==> config.mk <==
export PLATFORM = sky130hd
export DESIGN_NAME = gpio_ports
export DESIGN_NICKNAME = d
export VERILOG_FILES = /design/src/gpio_fall_flag.v /design/src/gpio_port.v /design/src/gpio_ports.v
export VERILOG_INCLUDE_DIRS = /design/src
export SDC_FILE = /design/constraint.sdc
export NUM_CORES = 1
export LEC_CHECK = 0
export BUFFER_PORTS_ARGS = -buffer_cell sky130_fd_sc_hd__buf_2
export CAP_MARGIN = 20
export CORE_ASPECT_RATIO = 1.1
export CORE_MARGIN = 10
export CORE_UTILIZATION = 57
export CTS_CLUSTER_SIZE = 20
export DETAILED_ROUTE_END_ITERATION = 7
export HOLD_SLACK_MARGIN = 0.08
export PLACE_DENSITY = 0.9
export SLEW_MARGIN = 30
export SYNTH_ARGS = -nofsm -noshare
export SYNTH_HDL_FRONTEND = slang
export SYNTH_HIERARCHICAL = 1
export SYNTH_SLANG_ARGS = --single-unit
==> constraint.sdc <==
create_clock -name aclk -period 5.2 [get_ports aclk]
set_input_delay 1.04 -clock aclk [delete_from_list [all_inputs] [get_ports aclk]]
set_output_delay 1.04 -clock aclk [all_outputs]
set_load 0.02 [all_outputs]
==> src/gpio_map.vh <==
// Register map, field positions and reset values of the general-purpose ports.
// ****************************************************************************
// Overview of operation
// RULE1 - Output paths hold a latched value; inputs are sampled live, never latched.
// RULE2 - Pin levels are sampled in the first state of the read cycle.
// RULE3 - Write data enters the port latches in the second state of writing.
// RULE4 - Read-modify-write class reads return the latch; other reads return pins. Here input-mode bits without open-drain return pins.
// RULE5 - Port one has direction and data registers, both reset to zero.
// RULE6 - Port one reads give undefined values in bits seven and six.
// RULE7 - Port two output latch resets to all ones.
// RULE8 - Software keeps a port two latch bit one when that pin is input.
// RULE9 - Port two reads give undefined values in bits seven down to three.
// RULE10 - Port two read-modify-write reads the latch; other reads read the pins.
// RULE11 - A falling edge on the driven stop-release pin still sets its interrupt latch.
// RULE12 - In stop mode the stop-release pin floats, whatever the output-hold enable.
// RULE13 - Port three has direction and data registers, both reset to zero.
// RULE14 - Each port three direction bit selects input at zero, output at one.
// RULE15 - Port three open-drain select: zero tri-state, one open-drain, reset zero.
// RULE16 - Open-drain bits on ports three and four read latch for read-modify-write.
// RULE17 - Software sets a port three latch bit before motor waveform output.
// RULE18 - Software disables the emergency-stop input before plain port three use.
// RULE19 - Port four has direction and data registers, both reset to zero.
// RULE20 - Port four open-drain control register resets to zero, tri-state.
// RULE21 - Software sets the timer pin to output mode for ordinary timer use.
// RULE22 - Writes to unimplemented upper bits of ports one and two are ignored.
// ****************************************************************************
`ifndef GPIO_MAP_VH
`define GPIO_MAP_VH
// Register indices; the byte address is four times the index.
`define GPIO_IDX_P1_DATA  13'h0001
`define GPIO_IDX_P2_DATA  13'h0002
`define GPIO_IDX_P3_DATA  13'h0003
`define GPIO_IDX_P4_DATA  13'h0004
`define GPIO_IDX_P1_DIR   13'h000B
`define GPIO_IDX_SYSCTL   13'h0038
`define GPIO_IDX_EDGE     13'h0040
`define GPIO_IDX_P3_OD    13'h1F83
`define GPIO_IDX_P4_OD    13'h1F84
`define GPIO_IDX_P3_DIR   13'h1F89
`define GPIO_IDX_P4_DIR   13'h1F8A
// Address bit that selects the read-modify-write read window.
`define GPIO_RMW_BIT      15
// Fields of the system control register.
`define GPIO_SYS_STOP_OUTPUT_HOLD_ENABLE    4
`define GPIO_SYS_STOP     7
// Widths and reset values.
`define GPIO_P1_W         6
`define GPIO_P2_W         3
`define GPIO_P34_W        8
`define GPIO_P1_RST       6'h00
`define GPIO_P2_RST       3'h7
`define GPIO_P34_RST      8'h00
`define GPIO_SYS_RST      8'h00
`define GPIO_RESP_OKAY    2'h0
`define GPIO_RESP_SLVERR  2'h2
`endif

==> src/gpio_fall_flag.v <==
// Sticky flag set by a falling edge of a level, cleared by software.
`timescale 1ns/10ps
module gpio_fall_flag (
  input  wire aclk,
  input  wire aresetn,
  input  wire level,
  input  wire clr,
  output reg  flag_reg
);
  reg prev_reg;

  // ****************************************************************************
  // Edge detect; a new edge wins over a clear in the same cycle.
  // ****************************************************************************
  always @(posedge aclk) begin
    if (!aresetn) begin
      prev_reg <= 1'b1;
      flag_reg <= 1'b0;
    end else begin
      prev_reg <= level;
      if (prev_reg && !level) begin
        flag_reg <= 1'b1;  // see RULE11
      end else if (clr) begin
        flag_reg <= 1'b0;
      end
    end
  end
endmodule

==> src/gpio_port.v <==
// One general-purpose port: data latch, direction, open-drain select and pin drive.
`timescale 1ns/10ps
module gpio_port #(
  parameter         W       = 8,
  parameter [W-1:0] RST_DAT = {W{1'b0}},
  parameter [W-1:0] RST_DIR = {W{1'b0}},
  parameter [W-1:0] RST_OD  = {W{1'b0}}
) (
  input  wire         aclk,
  input  wire         aresetn,
  input  wire [W-1:0] wdata,
  input  wire         wr_data,
  input  wire         wr_dir,
  input  wire         wr_od,
  input  wire [W-1:0] stop_hiz,
  input  wire [W-1:0] pin_i,
  output reg  [W-1:0] data_reg,
  output reg  [W-1:0] dir_reg,
  output reg  [W-1:0] od_reg,
  output wire [W-1:0] rmw_val,
  output wire [W-1:0] pin_o,
  output wire [W-1:0] pin_oe_n
);
  // ****************************************************************************
  // Registers.
  // ****************************************************************************
  always @(posedge aclk) begin
    if (!aresetn) begin
      data_reg <= RST_DAT;
      dir_reg  <= RST_DIR;
      od_reg   <= RST_OD;
    end else begin
      if (wr_data) begin
        data_reg <= wdata;  // see RULE1, see RULE3
      end
      if (wr_dir) begin
        dir_reg <= wdata;   // see RULE14
      end
      if (wr_od) begin
        od_reg <= wdata;    // see RULE15
      end
    end
  end

  // ****************************************************************************
  // Pin drive and read-back.
  // ****************************************************************************
  // An open-drain bit drives only a low level; a stop-forced bit never drives.
  assign pin_oe_n = ~(dir_reg & ~stop_hiz & (~od_reg | ~data_reg));  // see RULE14, see RULE15
  assign pin_o    = data_reg;
  assign rmw_val  = ((dir_reg | od_reg) & data_reg) | (~(dir_reg | od_reg) & pin_i);  // see RULE16
endmodule

==> src/gpio_ports.v <==
// Four general-purpose ports with an AXI4-Lite register slave.
//
// Implementation choice: the AXI4-Lite register port.
`timescale 1ns/10ps
`include "gpio_map.vh"
module gpio_ports (
  input  wire        aclk,
  input  wire        aresetn,
  input  wire [15:0] s_axi_awaddr,
  input  wire        s_axi_awvalid,
  output wire        s_axi_awready,
  input  wire [31:0] s_axi_wdata,
  input  wire [3:0]  s_axi_wstrb,
  input  wire        s_axi_wvalid,
  output wire        s_axi_wready,
  output wire [1:0]  s_axi_bresp,
  output wire        s_axi_bvalid,
  input  wire        s_axi_bready,
  input  wire [15:0] s_axi_araddr,
  input  wire        s_axi_arvalid,
  output wire        s_axi_arready,
  output wire [31:0] s_axi_rdata,
  output wire [1:0]  s_axi_rresp,
  output wire        s_axi_rvalid,
  input  wire        s_axi_rready,
  input  wire [5:0]  port1_pin_i,
  output wire [5:0]  port1_pin_o,
  output wire [5:0]  port1_pin_oe_n,
  input  wire [2:0]  port2_pin_i,
  output wire [2:0]  port2_pin_o,
  output wire [2:0]  port2_pin_oe_n,
  input  wire [7:0]  port3_pin_i,
  output wire [7:0]  port3_pin_o,
  output wire [7:0]  port3_pin_oe_n,
  input  wire [7:0]  port4_pin_i,
  output wire [7:0]  port4_pin_o,
  output wire [7:0]  port4_pin_oe_n,
  output wire        stop_release_irq
);
  // ****************************************************************************
  // Write channel capture.
  // ****************************************************************************
  reg        aw_full_reg;
  reg [15:0] awaddr_reg;
  reg        w_full_reg;
  reg [7:0]  wbyte_reg;
  reg        wlane_reg;
  reg        bvalid_reg;
  reg [1:0]  bresp_reg;
  reg        rvalid_reg;
  reg [1:0]  rresp_reg;
  reg [7:0]  rbyte_reg;
  reg [7:0]  sysctl_reg;

  wire       do_write;
  wire [12:0] widx;
  wire       wwin;
  wire       wr_p1d;
  wire       wr_p2d;
  wire       wr_p3d;
  wire       wr_p4d;
  wire       wr_p1c;
  wire       wr_p3c;
  wire       wr_p4c;
  wire       wr_p3o;
  wire       wr_p4o;
  wire       wr_sys;
  wire       wr_edge;
  wire       whit;

  assign s_axi_awready = ~aw_full_reg;
  assign s_axi_wready  = ~w_full_reg;
  assign s_axi_bvalid  = bvalid_reg;
  assign s_axi_bresp   = bresp_reg;

  // Both halves present forms the second state, in which the latches load.
  assign do_write = aw_full_reg & w_full_reg & ~bvalid_reg;
  assign widx     = awaddr_reg[14:2];
  assign wwin     = do_write & ~awaddr_reg[`GPIO_RMW_BIT] & wlane_reg;
  assign wr_p1d   = wwin & (widx == `GPIO_IDX_P1_DATA);
  assign wr_p2d   = wwin & (widx == `GPIO_IDX_P2_DATA);
  assign wr_p3d   = wwin & (widx == `GPIO_IDX_P3_DATA);
  assign wr_p4d   = wwin & (widx == `GPIO_IDX_P4_DATA);
  assign wr_p1c   = wwin & (widx == `GPIO_IDX_P1_DIR);
  assign wr_p3c   = wwin & (widx == `GPIO_IDX_P3_DIR);
  assign wr_p4c   = wwin & (widx == `GPIO_IDX_P4_DIR);
  assign wr_p3o   = wwin & (widx == `GPIO_IDX_P3_OD);
  assign wr_p4o   = wwin & (widx == `GPIO_IDX_P4_OD);
  assign wr_sys   = wwin & (widx == `GPIO_IDX_SYSCTL);
  assign wr_edge  = wwin & (widx == `GPIO_IDX_EDGE);
  assign whit     = ~awaddr_reg[`GPIO_RMW_BIT] & ((widx == `GPIO_IDX_P1_DATA) |
                    (widx == `GPIO_IDX_P2_DATA) | (widx == `GPIO_IDX_P3_DATA) |
                    (widx == `GPIO_IDX_P4_DATA) | (widx == `GPIO_IDX_P1_DIR) |
                    (widx == `GPIO_IDX_P3_DIR) | (widx == `GPIO_IDX_P4_DIR) |
                    (widx == `GPIO_IDX_P3_OD) | (widx == `GPIO_IDX_P4_OD) |
                    (widx == `GPIO_IDX_SYSCTL) | (widx == `GPIO_IDX_EDGE));

  always @(posedge aclk) begin
    if (!aresetn) begin
      aw_full_reg <= 1'b0;
      awaddr_reg  <= 16'h0000;
      w_full_reg  <= 1'b0;
      wbyte_reg   <= 8'h00;
      wlane_reg   <= 1'b0;
      bvalid_reg  <= 1'b0;
      bresp_reg   <= `GPIO_RESP_OKAY;
      sysctl_reg  <= `GPIO_SYS_RST;
    end else begin
      if (s_axi_awvalid && !aw_full_reg) begin
        aw_full_reg <= 1'b1;
        awaddr_reg  <= s_axi_awaddr;
      end
      if (s_axi_wvalid && !w_full_reg) begin
        w_full_reg <= 1'b1;
        wbyte_reg  <= s_axi_wdata[7:0];
        wlane_reg  <= s_axi_wstrb[0];
      end
      if (do_write) begin
        aw_full_reg <= 1'b0;
        w_full_reg  <= 1'b0;
        bvalid_reg  <= 1'b1;
        bresp_reg   <= whit ? `GPIO_RESP_OKAY : `GPIO_RESP_SLVERR;
      end else if (bvalid_reg && s_axi_bready) begin
        bvalid_reg <= 1'b0;
      end
      if (wr_sys) begin
        sysctl_reg <= wbyte_reg;
      end
    end
  end

  // ****************************************************************************
  // Stop-mode pin release.
  // ****************************************************************************
  wire stop_mode;
  wire stop_output_hold_enable;
  wire hold_off;

  assign stop_mode = sysctl_reg[`GPIO_SYS_STOP];
  assign stop_output_hold_enable     = sysctl_reg[`GPIO_SYS_STOP_OUTPUT_HOLD_ENABLE];
  assign hold_off  = stop_mode & ~stop_output_hold_enable;

  // ****************************************************************************
  // Ports.
  // ****************************************************************************
  wire [5:0] p1_dat;
  wire [5:0] p1_dir;
  wire [5:0] p1_rmw;
  wire [2:0] p2_dat;
  wire [2:0] p2_rmw;
  wire [7:0] p3_dat;
  wire [7:0] p3_dir;
  wire [7:0] p3_od;
  wire [7:0] p3_rmw;
  wire [7:0] p4_dat;
  wire [7:0] p4_dir;
  wire [7:0] p4_od;
  wire [7:0] p4_rmw;
  wire [2:0] p2_hiz;

  // Only the low bits of a narrow port are stored; upper bits are dropped.
  gpio_port #(
    .W       (`GPIO_P1_W),
    .RST_DAT (`GPIO_P1_RST),
    .RST_DIR (`GPIO_P1_RST),
    .RST_OD  (`GPIO_P1_RST)
  ) u_port1 (
    .aclk     (aclk),
    .aresetn  (aresetn),
    .wdata    (wbyte_reg[5:0]),  // see RULE22
    .wr_data  (wr_p1d),
    .wr_dir   (wr_p1c),
    .wr_od    (1'b0),
    .stop_hiz ({6{hold_off}}),
    .pin_i    (port1_pin_i),
    .data_reg (p1_dat),          // see RULE5
    .dir_reg  (p1_dir),
    .od_reg   (),
    .rmw_val  (p1_rmw),
    .pin_o    (port1_pin_o),
    .pin_oe_n (port1_pin_oe_n)
  );

  // The stop-release bit floats in stop mode regardless of the hold enable.
  assign p2_hiz = {{2{hold_off}}, stop_mode};  // see RULE12

  // Port two has no direction register: every bit acts as open drain.
  gpio_port #(
    .W       (`GPIO_P2_W),
    .RST_DAT (`GPIO_P2_RST),
    .RST_DIR (`GPIO_P2_RST),
    .RST_OD  (`GPIO_P2_RST)
  ) u_port2 (
    .aclk     (aclk),
    .aresetn  (aresetn),
    .wdata    (wbyte_reg[2:0]),  // see RULE22
    .wr_data  (wr_p2d),
    .wr_dir   (1'b0),
    .wr_od    (1'b0),
    .stop_hiz (p2_hiz),
    .pin_i    (port2_pin_i),
    .data_reg (p2_dat),          // see RULE7
    .dir_reg  (),
    .od_reg   (),
    .rmw_val  (p2_rmw),
    .pin_o    (port2_pin_o),
    .pin_oe_n (port2_pin_oe_n)
  );

  gpio_port #(
    .W       (`GPIO_P34_W),
    .RST_DAT (`GPIO_P34_RST),
    .RST_DIR (`GPIO_P34_RST),
    .RST_OD  (`GPIO_P34_RST)
  ) u_port3 (
    .aclk     (aclk),
    .aresetn  (aresetn),
    .wdata    (wbyte_reg),
    .wr_data  (wr_p3d),
    .wr_dir   (wr_p3c),
    .wr_od    (wr_p3o),
    .stop_hiz ({8{hold_off}}),
    .pin_i    (port3_pin_i),
    .data_reg (p3_dat),          // see RULE13
    .dir_reg  (p3_dir),
    .od_reg   (p3_od),
    .rmw_val  (p3_rmw),
    .pin_o    (port3_pin_o),
    .pin_oe_n (port3_pin_oe_n)
  );

  gpio_port #(
    .W       (`GPIO_P34_W),
    .RST_DAT (`GPIO_P34_RST),
    .RST_DIR (`GPIO_P34_RST),
    .RST_OD  (`GPIO_P34_RST)
  ) u_port4 (
    .aclk     (aclk),
    .aresetn  (aresetn),
    .wdata    (wbyte_reg),
    .wr_data  (wr_p4d),
    .wr_dir   (wr_p4c),
    .wr_od    (wr_p4o),
    .stop_hiz ({8{hold_off}}),
    .pin_i    (port4_pin_i),
    .data_reg (p4_dat),          // see RULE19
    .dir_reg  (p4_dir),
    .od_reg   (p4_od),           // see RULE20
    .rmw_val  (p4_rmw),
    .pin_o    (port4_pin_o),
    .pin_oe_n (port4_pin_oe_n)
  );

  // ****************************************************************************
  // Stop-release edge flag.
  // ****************************************************************************
  wire edge_flag;

  // The pin level is watched, so a pulse the port drives itself also counts.
  gpio_fall_flag u_stop_edge (
    .aclk     (aclk),
    .aresetn  (aresetn),
    .level    (port2_pin_i[0]),  // see RULE11
    .clr      (wr_edge & wbyte_reg[0]),
    .flag_reg (edge_flag)
  );

  assign stop_release_irq = edge_flag;

  // ****************************************************************************
  // Read channel.
  // ****************************************************************************
  wire [12:0] ridx;
  wire        rmw;
  reg  [7:0]  rd_val;
  reg         rd_hit;

  assign ridx          = s_axi_araddr[14:2];
  assign rmw           = s_axi_araddr[`GPIO_RMW_BIT];
  assign s_axi_arready = ~rvalid_reg;
  assign s_axi_rvalid  = rvalid_reg;
  assign s_axi_rresp   = rresp_reg;
  assign s_axi_rdata   = {24'h000000, rbyte_reg};

  // Pins are read live; the latch window serves the read-modify-write class.
  always @* begin
    rd_val = 8'h00;
    rd_hit = 1'b1;
    case (ridx)
      `GPIO_IDX_P1_DATA: begin
        rd_val = {2'b00, rmw ? p1_rmw : port1_pin_i};  // see RULE2, see RULE4, see RULE6
      end
      `GPIO_IDX_P2_DATA: begin
        rd_val = {5'b00000, rmw ? p2_rmw : port2_pin_i};  // see RULE9, see RULE10
      end
      `GPIO_IDX_P3_DATA: begin
        rd_val = rmw ? p3_rmw : port3_pin_i;  // see RULE16
      end
      `GPIO_IDX_P4_DATA: begin
        rd_val = rmw ? p4_rmw : port4_pin_i;  // see RULE16
      end
      `GPIO_IDX_P1_DIR: begin
        rd_val = {2'b00, p1_dir};
        rd_hit = ~rmw;
      end
      `GPIO_IDX_P3_DIR: begin
        rd_val = p3_dir;
        rd_hit = ~rmw;
      end
      `GPIO_IDX_P4_DIR: begin
        rd_val = p4_dir;
        rd_hit = ~rmw;
      end
      `GPIO_IDX_P3_OD: begin
        rd_val = p3_od;
        rd_hit = ~rmw;
      end
      `GPIO_IDX_P4_OD: begin
        rd_val = p4_od;
        rd_hit = ~rmw;
      end
      `GPIO_IDX_SYSCTL: begin
        rd_val = sysctl_reg;
        rd_hit = ~rmw;
      end
      `GPIO_IDX_EDGE: begin
        rd_val = {7'b0000000, edge_flag};
        rd_hit = ~rmw;
      end
      default: begin
        rd_hit = 1'b0;
      end
    endcase
  end

  always @(posedge aclk) begin
    if (!aresetn) begin
      rvalid_reg <= 1'b0;
      rresp_reg  <= `GPIO_RESP_OKAY;
      rbyte_reg  <= 8'h00;
    end else begin
      if (s_axi_arvalid && !rvalid_reg) begin
        rvalid_reg <= 1'b1;
        rresp_reg  <= rd_hit ? `GPIO_RESP_OKAY : `GPIO_RESP_SLVERR;
        rbyte_reg  <= rd_hit ? rd_val : 8'h00;  // see RULE1
      end else if (rvalid_reg && s_axi_rready) begin
        rvalid_reg <= 1'b0;
      end
    end
  end
endmodule

==> impl_metrics.json, run 1 <==
{
  "outcome": "complete, no violations",
  "holdCritPathClass": "reg -> reg",
  "worstPathCellList": "nor2b_4 -> nand3b_1 -> buf_2",
  "critPathArrivalTime_ns": 1.80,
  "antenna_found_initial": 2,
  "finalSetupViolations": 0,
  "cts_tree": "built",
  "postCtsHoldBufs": 0,
  "crit_type": "reg -> out",
  "largest_reg_flops": 14,
  "ys_types": 57,
  "slowest_delay_ns": 0.59,
  "ios": 192,
  "dp.cells": 1019,
  "gp_congestion": 0.9387,
  "die_w_um": 124.9,
  "synth.avg_cell_area_um2": 8.829,
  "p_int_w": 0.001726,
  "die-area_um2": 16900,
  "critPathRequiredTime_ns": 4.16,
  "synthFlopType": "dfxtp_1",
  "cts_max_level": 4,
  "first_global_vias": 6000,
  "nNetsFinal": 984,
  "drtAntennaViolNets": 0,
  "n_fill_cell": 953,
  "syn-instance-count": 781,
  "seqCellArea_um2": 2442,
  "ys_ff_latch": 122,
  "fin_crit_ns": 2.845,
  "postCtsSetupRepairBufs": 0,
  "drt_first_pass_iters": 7,
  "multiInputGateArea_um2": 4001,
  "stdcell_count": 1052,
  "fmax_ghz": 0.3515,
  "cts_resized": 0,
  "slew_viol_final": 0,
  "worst_setup_path_end_kind": "primary output",
  "clock_power_share_pct": 47.6,
  "root_buffer": "clkbuf_16",
  "row_count": 42,
  "hpwl_mm": 14.05,
  "grt_max_degree": 73,
  "clock_skew_ns": 0.005531,
  "grt_overflow_total": 0,
  "seq_power_share_pct": 43.2,
  "netlist_area_um2": 6895,
  "cts.sinks": 122,
  "startpoint_type": "flip-flop",
  "ir_drop_mv": 0.1755,
  "swShare_pct": 24.41,
  "fin_setup_tns_ns": 0,
  "initial_utilization_pct": 57.80,
  "max_slew.worst_pin.slew_ns": 0.8876,
  "power_switching_w": 0.0005573,
  "drc_errors": 0,
  "via_per_inst": 5.781,
  "layout-drive-gt1-share_pct": 20.54,
  "yosysWarnings": 6,
  "hold_viol_final": 0,
  "routed_wl_mm": 19.84,
  "power_per_cell_area_nw_per_um2": 288.5,
  "routedWlPerCell_um": 18.86,
  "leakage_nw": 3.009,
  "vias": 6082,
  "fp.dieH_um": 135.4,
  "maxSlewHeadroom_pct": 40.82,
  "clkSlewWorstSetupHoldPaths_ns": 0.05,
  "cts_buffer_depth": 2,
  "total_power_w": 0.002284,
  "io_buffers": 134,
  "synth_edf_count": 0,
  "combinationalPowerShare_pct": 9.2,
  "cts_buffers": 17,
  "core-area_um2": 11930,
  "grt_pass1_wl_mm": 31.42,
  "cap_violations": 0,
  "clock_latency_ns": 0.41,
  "cpMaxStageDelayCell": "nor2b_4",
  "async_flop_share_pct": 0,
  "grt_usage_pct": 22.74,
  "fin_crit_sh_pct": 54.71,
  "area_growth_pct": 14.79,
  "grt_setup_unrepaired": "no",
  "yosysSeqAreaShare_pct": 35.42,
  "drtIter0Drc": 670,
  "crit_fanout": 24
}
metal layers:
metal	GRT usage (%)	vias to the layer above	share of wire (%)
met5	0	-	0
met4	9.027	0	3.4
met3	8.340	58	11
met2	37.28	360	47
met1	26.58	2810	39
li1	-	2854	-
logic make-up after synthesis:
kind of cell              share of synthesized area [%]
other                                           0.05438
AOI/OAI and AO/OA                                 9.581
muxes                                             19.83
xor gates and xnor gates                         0.1270
DFF                                               35.42
buffers and inverters                             8.837
and+or+nand+nor                                   26.15
through the flow:
stage                     hold slack [ns]  utilization, %  setup slack, ns  instance area, µm²
after floorplan                    0.4388               -            2.537                7015
after global placement             0.4536           61.45            2.105                7331
after detailed placement           0.4643           61.62            2.072                7351
after CTS                          0.4720           66.22            2.367                7899
after global routing               0.5109           66.33            2.265                7913
final                              0.4686           66.35            2.355                7915
final timing paths:
kind | to | depth (start not counted) | from | slack, ns
worst min-delay path | wlane_reg | 2 | wlane_reg | 0.47
worst min register to register | wlane_reg | 2 | wlane_reg | 0.47
worst max-delay path | port3_pin_oe_n[2] | 3 | sysctl_reg[7] | 2.36
worst max register to register | u_port4/dir_reg[6] | 7 | aw_full_reg | 2.64
worst max-delay path, delay by kind of cell (launching register included):
| kind | cells | cell delay (ns) |
|---|---|---|
| AND/OR/NAND/NOR | 2 | 0.82 |
| flip-flops | 1 | 0.39 |
| buffers and inverters | 1 | 0.18 |
cell usage in the layout, fill, tap and decap left out, drive strengths merged, types with 6 or more instances in the layout:
cell type / netlist / routed
a21boi: 25 / 25
a22oi: 14 / 14
and3: 8 / 8
buf: 69 / 138
clkbuf: 17 / 23
conb: 1 / 33
dfxtp: 122 / 122
inv: 6 / 6
mux2: 29 / 29
mux2i: 104 / 104
nand2: 123 / 123
nand2b: 10 / 10
nand3b: 27 / 27
nand4: 6 / 6
nor2: 47 / 47
nor2b: 81 / 81
nor3: 9 / 9
o21ai: 18 / 18
o22ai: 8 / 8
synthesized netlist by cell type, types with 4 or more instances:
cell type	count	area share, %
o21ai_0	18	1.3
clkbuf_1	17	0.93
nor3_1	8	0.58
and4_1	4	0.51
nor2_1	47	2.6
nor2b_1	81	7.3
o22ai_1	8	0.73
mux2_2	4	0.65
nand4_1	6	0.54
buf_4	54	5.9
dfxtp_1	122	35
buf_2	7	0.51
buf_6	7	1.1
a22oi_1	14	1.5
nand2_1	123	6.7
nand3b_1	26	2.8
mux2_1	25	4.1
inv_1	6	0.33
mux2i_1	104	15
or3_1	4	0.36
nand2b_1	10	0.91
a21boi_0	24	2.6
and3_1	8	0.73
nand3_1	5	0.36
final cells by class:
type                    count  share of cell area [%]
multi-input cells         599                   50.55
clock buffers              23                   6.039
clock inverters             8                  0.8852
repair buffers            138                   8.884
diodes                      2                 0.06323
inverters                   6                  0.2845
flip-flops and latches    122                   30.86
well taps                 154                   2.434
power groups by stage:
stage | logic, W | clock network [W] | registers (W)
6_report | 0.000209 | 0.00109 | 0.000987
5_1_grt | 0.000229 | 0.00115 | 0.000990
4_1_cts | 0.000205 | 0.00110 | 0.000986
3_5_place_dp | 0.000204 | 0 | 0.00101
3_3_place_gp | 0.000200 | 0 | 0.00100
2_1_floorplan | 0.000152 | 0 | 0.000998
No activity file was read; power rests on OpenSTA's default activity.
==> run 2, diff against run 1 <==
--- a/config.mk
+++ b/config.mk
@@ -10,11 +10,11 @@
 export CAP_MARGIN = 20
 export CORE_ASPECT_RATIO = 1.1
 export CORE_MARGIN = 10
-export CORE_UTILIZATION = 57
+export CORE_UTILIZATION = 48
 export CTS_CLUSTER_SIZE = 20
 export DETAILED_ROUTE_END_ITERATION = 7
 export HOLD_SLACK_MARGIN = 0.08
-export PLACE_DENSITY = 0.9
+export PLACE_DENSITY = 0.81
 export SLEW_MARGIN = 30
 export SYNTH_ARGS = -nofsm -noshare
 export SYNTH_HDL_FRONTEND = slang
==> constraint.sdc (replaced) <==
create_clock -name aclk -period 2.4 [get_ports aclk]
set_input_delay 0.48 -clock aclk [delete_from_list [all_inputs] [get_ports aclk]]
set_output_delay 0.48 -clock aclk [all_outputs]
set_load 0.02 [all_outputs]
==> impl_metrics.json, run 2 (same netlist as run 1, synthesis figures left out) <==
{
  "crit_fanout": 8,
  "fin_util_pct": 58.74,
  "cts.sinks": 122,
  "initial_utilization_pct": 49.38,
  "worstSetupPathDepth": 7,
  "r2r_start": "aw_full_reg",
  "seqCellArea_um2": 2442,
  "fin_ws_ns": 0.1893,
  "critPathCapture": "u_port4/od_reg[5]",
  "critPathArrivalTime_ns": 2.52,
  "nNetsFinal": 1006,
  "cts_buffer_depth": 2,
  "worstPathCellList": "nand3b_4 -> or3b_4 -> or3_1 -> nor3_1 -> buf_4 -> mux2i_1 -> nor2b_1",
  "drtIter0Drc": 469,
  "antenna_found_initial": 3,
  "maxSlewHeadroom_pct": 49.66,
  "postCtsHoldBufs": 0,
  "fp.dieH_um": 145.7,
  "power_per_cell_area_nw_per_um2": 653.1,
  "outcome": "complete, no violations",
  "crit_family": "simple AND/OR/NAND/NOR gates",
  "critPathRequiredTime_ns": 2.71,
  "slew_viol_final": 0,
  "n_fill_cell": 1265,
  "clkSlewWorstSetupHoldPaths_ns": 0.06,
  "grt_pass1_wl_mm": 32.20,
  "startpoint_type": "flip-flop",
  "drtAntennaViolNets": 0,
  "drt_first_pass_iters": 6,
  "layout-drive-gt1-share_pct": 22.20,
  "final_common_cell": "buf_2",
  "rrSetupSlack_ns": 0.19,
  "row_count": 45,
  "leakage_nw": 3.163,
  "hold_viol_final": 0,
  "routed_wl_mm": 20.50,
  "multiInputGateArea_um2": 3969,
  "area_growth_pct": 18.94,
  "crit_buf_inv": 1,
  "final_cell_mix": "buf_2, nand2_1, dfxtp_1",
  "grt_max_degree": 122,
  "total_power_w": 0.005356,
  "clock_skew_ns": 0.005888,
  "crit_start": "aw_full_reg",
  "fin_setup_tns_ns": 0,
  "slowest_delay_ns": 0.42,
  "max_slew.worst_pin.slew_ns": 0.7541,
  "clock_latency_ns": 0.42,
  "postCtsSetupRepairBufs": 0,
  "fin_area_um2": 8202,
  "ff2ff_path_depth": 7,
  "ir_drop_mv": 0.4530,
  "rr_endpoint": "u_port4/od_reg[5]",
  "holdCritPathClass": "in -> reg",
  "finalSetupViolations": 0,
  "gp_congestion": 0.9258,
  "crit_type": "reg -> reg",
  "dp_slack_ns": 0.1411,
  "cts_tree": "built",
  "core-area_um2": 13960,
  "first_global_vias": 5938,
  "cts_resized": 0,
  "fin_crit_ns": 2.211,
  "cap_violations": 0,
  "cts_max_level": 4,
  "ios": 192,
  "largest_reg_flops": 14,
  "grt_usage_pct": 20.47,
  "vias": 5963,
  "die_w_um": 134.3,
  "min-delay-start": "s_axi_awvalid",
  "cpMaxStageDelayCell": "dfxtp_1",
  "root_buffer": "clkbuf_16",
  "grt_setup_unrepaired": "no",
  "cts_buffers": 17,
  "via_per_inst": 5.377,
  "die-area_um2": 19560,
  "fin_crit_sh_pct": 92.11,
  "worst_setup_path_end_kind": "flip-flop",
  "io_buffers": 134,
  "hpwl_mm": 15.07,
  "grt_overflow_total": 0,
  "drc_errors": 0,
  "routedWlPerCell_um": 18.48,
  "place_area_um2": 7555,
  "fmax_ghz": 0.4524
}
## run 2: cell types whose count changed in the layout (fill, tap and decap cells not counted)
cell / change
nor2b_1: +1
nor2_1: +4
buf_2: +1
bufinv_16: +3
clkbuf_1: -3
nor2b_4: -1
nor2_2: -4
clkinv_2: -1
nor4bb_1: +1
buf_12: +2
buf_4: +19
clkinvlp_4: +2
nor4bb_4: -1
## run 2: through the flow
stage,hold slack [ns],instances
after CTS,0.2781,1107
after global placement,0.4531,1075
after floorplan,0.4388,813
final,0.2916,1109
after detailed placement,0.4631,1075
after global routing,0.2941,1109
## run 2: area by class of cell
type | instances | share of cell area, %
Clock buffer | 20 | 5.690
Timing Repair Buffer | 160 | 10.86
Tap cell | 188 | 2.868
Multi-Input combinational cell | 599 | 48.39
Clock inverter | 12 | 2.075
Antenna cell | 2 | 0.06102
Inverter | 6 | 0.2746
Sequential cell | 122 | 29.78
## run 2: how the worst min path moves through the flow
stage,end,slack [ns],depth (start not counted)
6_report,aw_full_reg,0.29,3
5_1_grt,u_stop_edge/prev_reg,0.29,2
4_1_cts,w_full_reg,0.28,3
3_5_place_dp,u_stop_edge/flag_reg,0.46,2
3_3_place_gp,u_stop_edge/flag_reg,0.45,2
2_1_floorplan,wlane_reg,0.44,2
## run 2: report_power, final
part / internal (W) / switching, W / total [W]
registers: 0.00207 / 0.0000660 / 0.00214
clock network: 0.00181 / 0.000938 / 0.00275
logic: 0.000191 / 0.000281 / 0.000471
## run 2: per-layer routing
layer	global-route usage [%]	vias up	share of wire, %
met4	9.314	2	2.7
met1	24.40	2757	42
met5	0	-	0.063
met3	6.448	41	8.5
li1	-	2886	-
met2	32.72	277	47
## run 2: worst register-to-register path, stage by stage (launching register included)
cell      delay, ns
dfxtp_1        0.42
nand3b_4       0.11
or3b_4         0.41
or3_1          0.38
nor3_1         0.23
buf_4          0.26
mux2i_1        0.21
nor2b_1        0.08
==> run 3, diff against run 2 <==
--- a/config.mk
+++ b/config.mk
@@ -6,15 +6,16 @@
 export SDC_FILE = /design/constraint.sdc
 export NUM_CORES = 1
 export LEC_CHECK = 0
+export ABC_AREA = 1
 export BUFFER_PORTS_ARGS = -buffer_cell sky130_fd_sc_hd__buf_2
 export CAP_MARGIN = 20
 export CORE_ASPECT_RATIO = 1.1
 export CORE_MARGIN = 10
-export CORE_UTILIZATION = 48
+export CORE_UTILIZATION = 49
 export CTS_CLUSTER_SIZE = 20
 export DETAILED_ROUTE_END_ITERATION = 7
 export HOLD_SLACK_MARGIN = 0.08
-export PLACE_DENSITY = 0.81
+export PLACE_DENSITY = 0.82
 export SLEW_MARGIN = 30
 export SYNTH_ARGS = -nofsm -noshare
 export SYNTH_HDL_FRONTEND = slang
==> impl_metrics.json, run 3 <==
{
  "yosysWarnings": 6,
  "cts.sinks": 122,
  "row_count": 46,
  "total_power_w": 0.005017,
  "routedWlPerCell_um": 14.66,
  "ys_types": 33,
  "core-area_um2": 14560,
  "ys_top_cells_by_count": "nand2_1, nor2_1, dfxtp_1, nand3_1, inv_1",
  "route.met3.wl_mm": 1.868,
  "stdcell_count": 1481,
  "grt_overflow_total": 0,
  "hpwl_mm": 16.56,
  "top_layer": "met5",
  "yosysSeqAreaShare_pct": 33.34,
  "startpoint_type": "flip-flop",
  "die_w_um": 136.6,
  "antenna_found_initial": 1,
  "postCtsSetupRepairBufs": 0,
  "drtAntennaViolNets": 0,
  "yosysMostFrequentCell": "nand2_1",
  "async_flop_share_pct": 0,
  "max_slew.worst_pin.slew_ns": 0.6084,
  "initial_utilization_pct": 50.30,
  "route.met2.wl_mm": 10.44,
  "hold_viol_final": 0,
  "final_common_cell": "nand2_1",
  "grt_max_degree": 63,
  "power_per_cell_area_nw_per_um2": 603.7,
  "fin_crit_ns": 2.182,
  "cts_resized": 0,
  "cts_buffers": 17,
  "final_cell_mix": "nand2_1, nor2_1, buf_2",
  "drt_first_pass_iters": 6,
  "worst_setup_path_end_kind": "primary output",
  "fin_setup_tns_ns": 0,
  "fp.dieH_um": 148.2,
  "finalSetupViolations": 0,
  "first_global_vias": 6697,
  "nNetsFinal": 1376,
  "gp_congestion": 0.9614,
  "synth_area_leader_cell": "dfxtp_1",
  "layout-drive-gt1-share_pct": 17.61,
  "drc_errors": 0,
  "leakage_nw": 3.860,
  "synth_edf_count": 0,
  "drt-met1-wl_mm": 8.687,
  "clock_latency_ns": 0.42,
  "cts_max_level": 4,
  "grt_pass1_wl_mm": 33.67,
  "cts_buffer_depth": 2,
  "clock_skew_ns": 0.004840,
  "slew_viol_final": 0,
  "via_per_inst": 5.022,
  "fin_crit_sh_pct": 90.92,
  "ys_ff_latch": 122,
  "synth.avg_cell_area_um2": 6.298,
  "syn-instance-count": 1163,
  "synthFlopType": "dfxtp_1",
  "netlist_area_um2": 7325,
  "synth_top_area_share_pct": 33.34,
  "largest_reg_flops": 14,
  "vias": 7437,
  "area_growth_pct": 13.48,
  "holdCritPathClass": "in -> reg",
  "crit_type": "reg -> out",
  "antennaDiodeCount": 0,
  "outcome": "complete, no violations",
  "critPathRequiredTime_ns": 1.92,
  "postCtsHoldBufs": 0,
  "ir_drop_mv": 0.4251,
  "cts_tree": "built",
  "crit_fanout": 24,
  "root_buffer": "clkbuf_16",
  "dp.cells": 1449,
  "fmax_ghz": 0.4583,
  "io_buffers": 134,
  "critPathArrivalTime_ns": 1.70,
  "grt_usage_pct": 20.85,
  "die-area_um2": 20240,
  "cap_violations": 0,
  "drtIter0Drc": 666,
  "ios": 192,
  "ys_top_cells_by_area": "dfxtp_1, nand2_1, nor2_1",
  "maxSlewHeadroom_pct": 59.39,
  "routed_wl_mm": 21.72,
  "clkSlewWorstSetupHoldPaths_ns": 0.06,
  "grt_setup_unrepaired": "no"
}
[run 3: cell types whose count changed in the layout (fill, tap and decap cells not counted), sizes merged, moves of 25 or more]
cell	previous run	this run
nor2b	81	0
mux2i	104	8
a21oi	2	38
nand2	123	366
nor2	47	252
a21boi	25	0
o21ai	18	59
mux2	29	0
nand3	5	97
inv	6	83
[run 3: final timing paths]
check                             from  slack, ns                    to  depth (start not counted)
setup / recovery         sysctl_reg[7]       0.22     port3_pin_oe_n[1]                          5
hold / removal         s_axi_awaddr[6]       0.28         awaddr_reg[6]                          3
setup reg to reg        awaddr_reg[11]       0.40   u_port3/data_reg[7]                         11
hold reg to reg   u_stop_edge/prev_reg       0.45  u_stop_edge/flag_reg                          2
[run 3: logic make-up after synthesis]
kind of cell / share of synthesized area, %
muxes: 1.093
AOI/OAI and AO/OA: 7.158
DFF: 33.34
other: 0.05120
buffers and inverters: 14.50
and+or+nand+nor: 43.85
[run 3: final cells by class]
cell class,count,area (µm²)
fill,1462,6250
clock buffer,17,425.4
timing repair buffer,150,803.3
tap,192,240.2
inverter,83,311.5
multi-input combinational,902,3961
clock inverter,15,127.6
sequential,122,2442
[run 3: per-stage QoR]
step	cell area (µm²)	setup WS, ns	util (%)	hold slack (ns)
final	8312	0.2180	57.08	0.2837
after global routing	8312	0.1261	57.08	0.2817
after CTS	8312	0.2353	57.08	0.2733
after detailed placement	7759	0.3061	53.28	0.4494
after global placement	7759	0.3512	53.28	0.4406
after floorplan	7460	0.5296	-	0.4303
[run 3: metal layers]
metal	up-vias	GRT usage [%]
met5	-	0
met4	2	9.701
met3	47	5.795
met2	271	34.85
met1	3322	24.01
li1	3795	-
[run 3: worst max-delay path: stages (launching register included)]
cell and delay, ns:
dfxtp_1 0.40, inv_1 0.12, nor2_1 0.10, buf_4 0.28, nand3b_1 0.19, buf_2 0.18
[run 3: power by group]
| group | switching (W) | total, W | internal (W) |
|---|---|---|---|
| Clock | 0.000939 | 0.00235 | 0.00142 |
| Combinational | 0.000351 | 0.000516 | 0.000165 |
| Sequential | 0.0000620 | 0.00215 | 0.00208 |
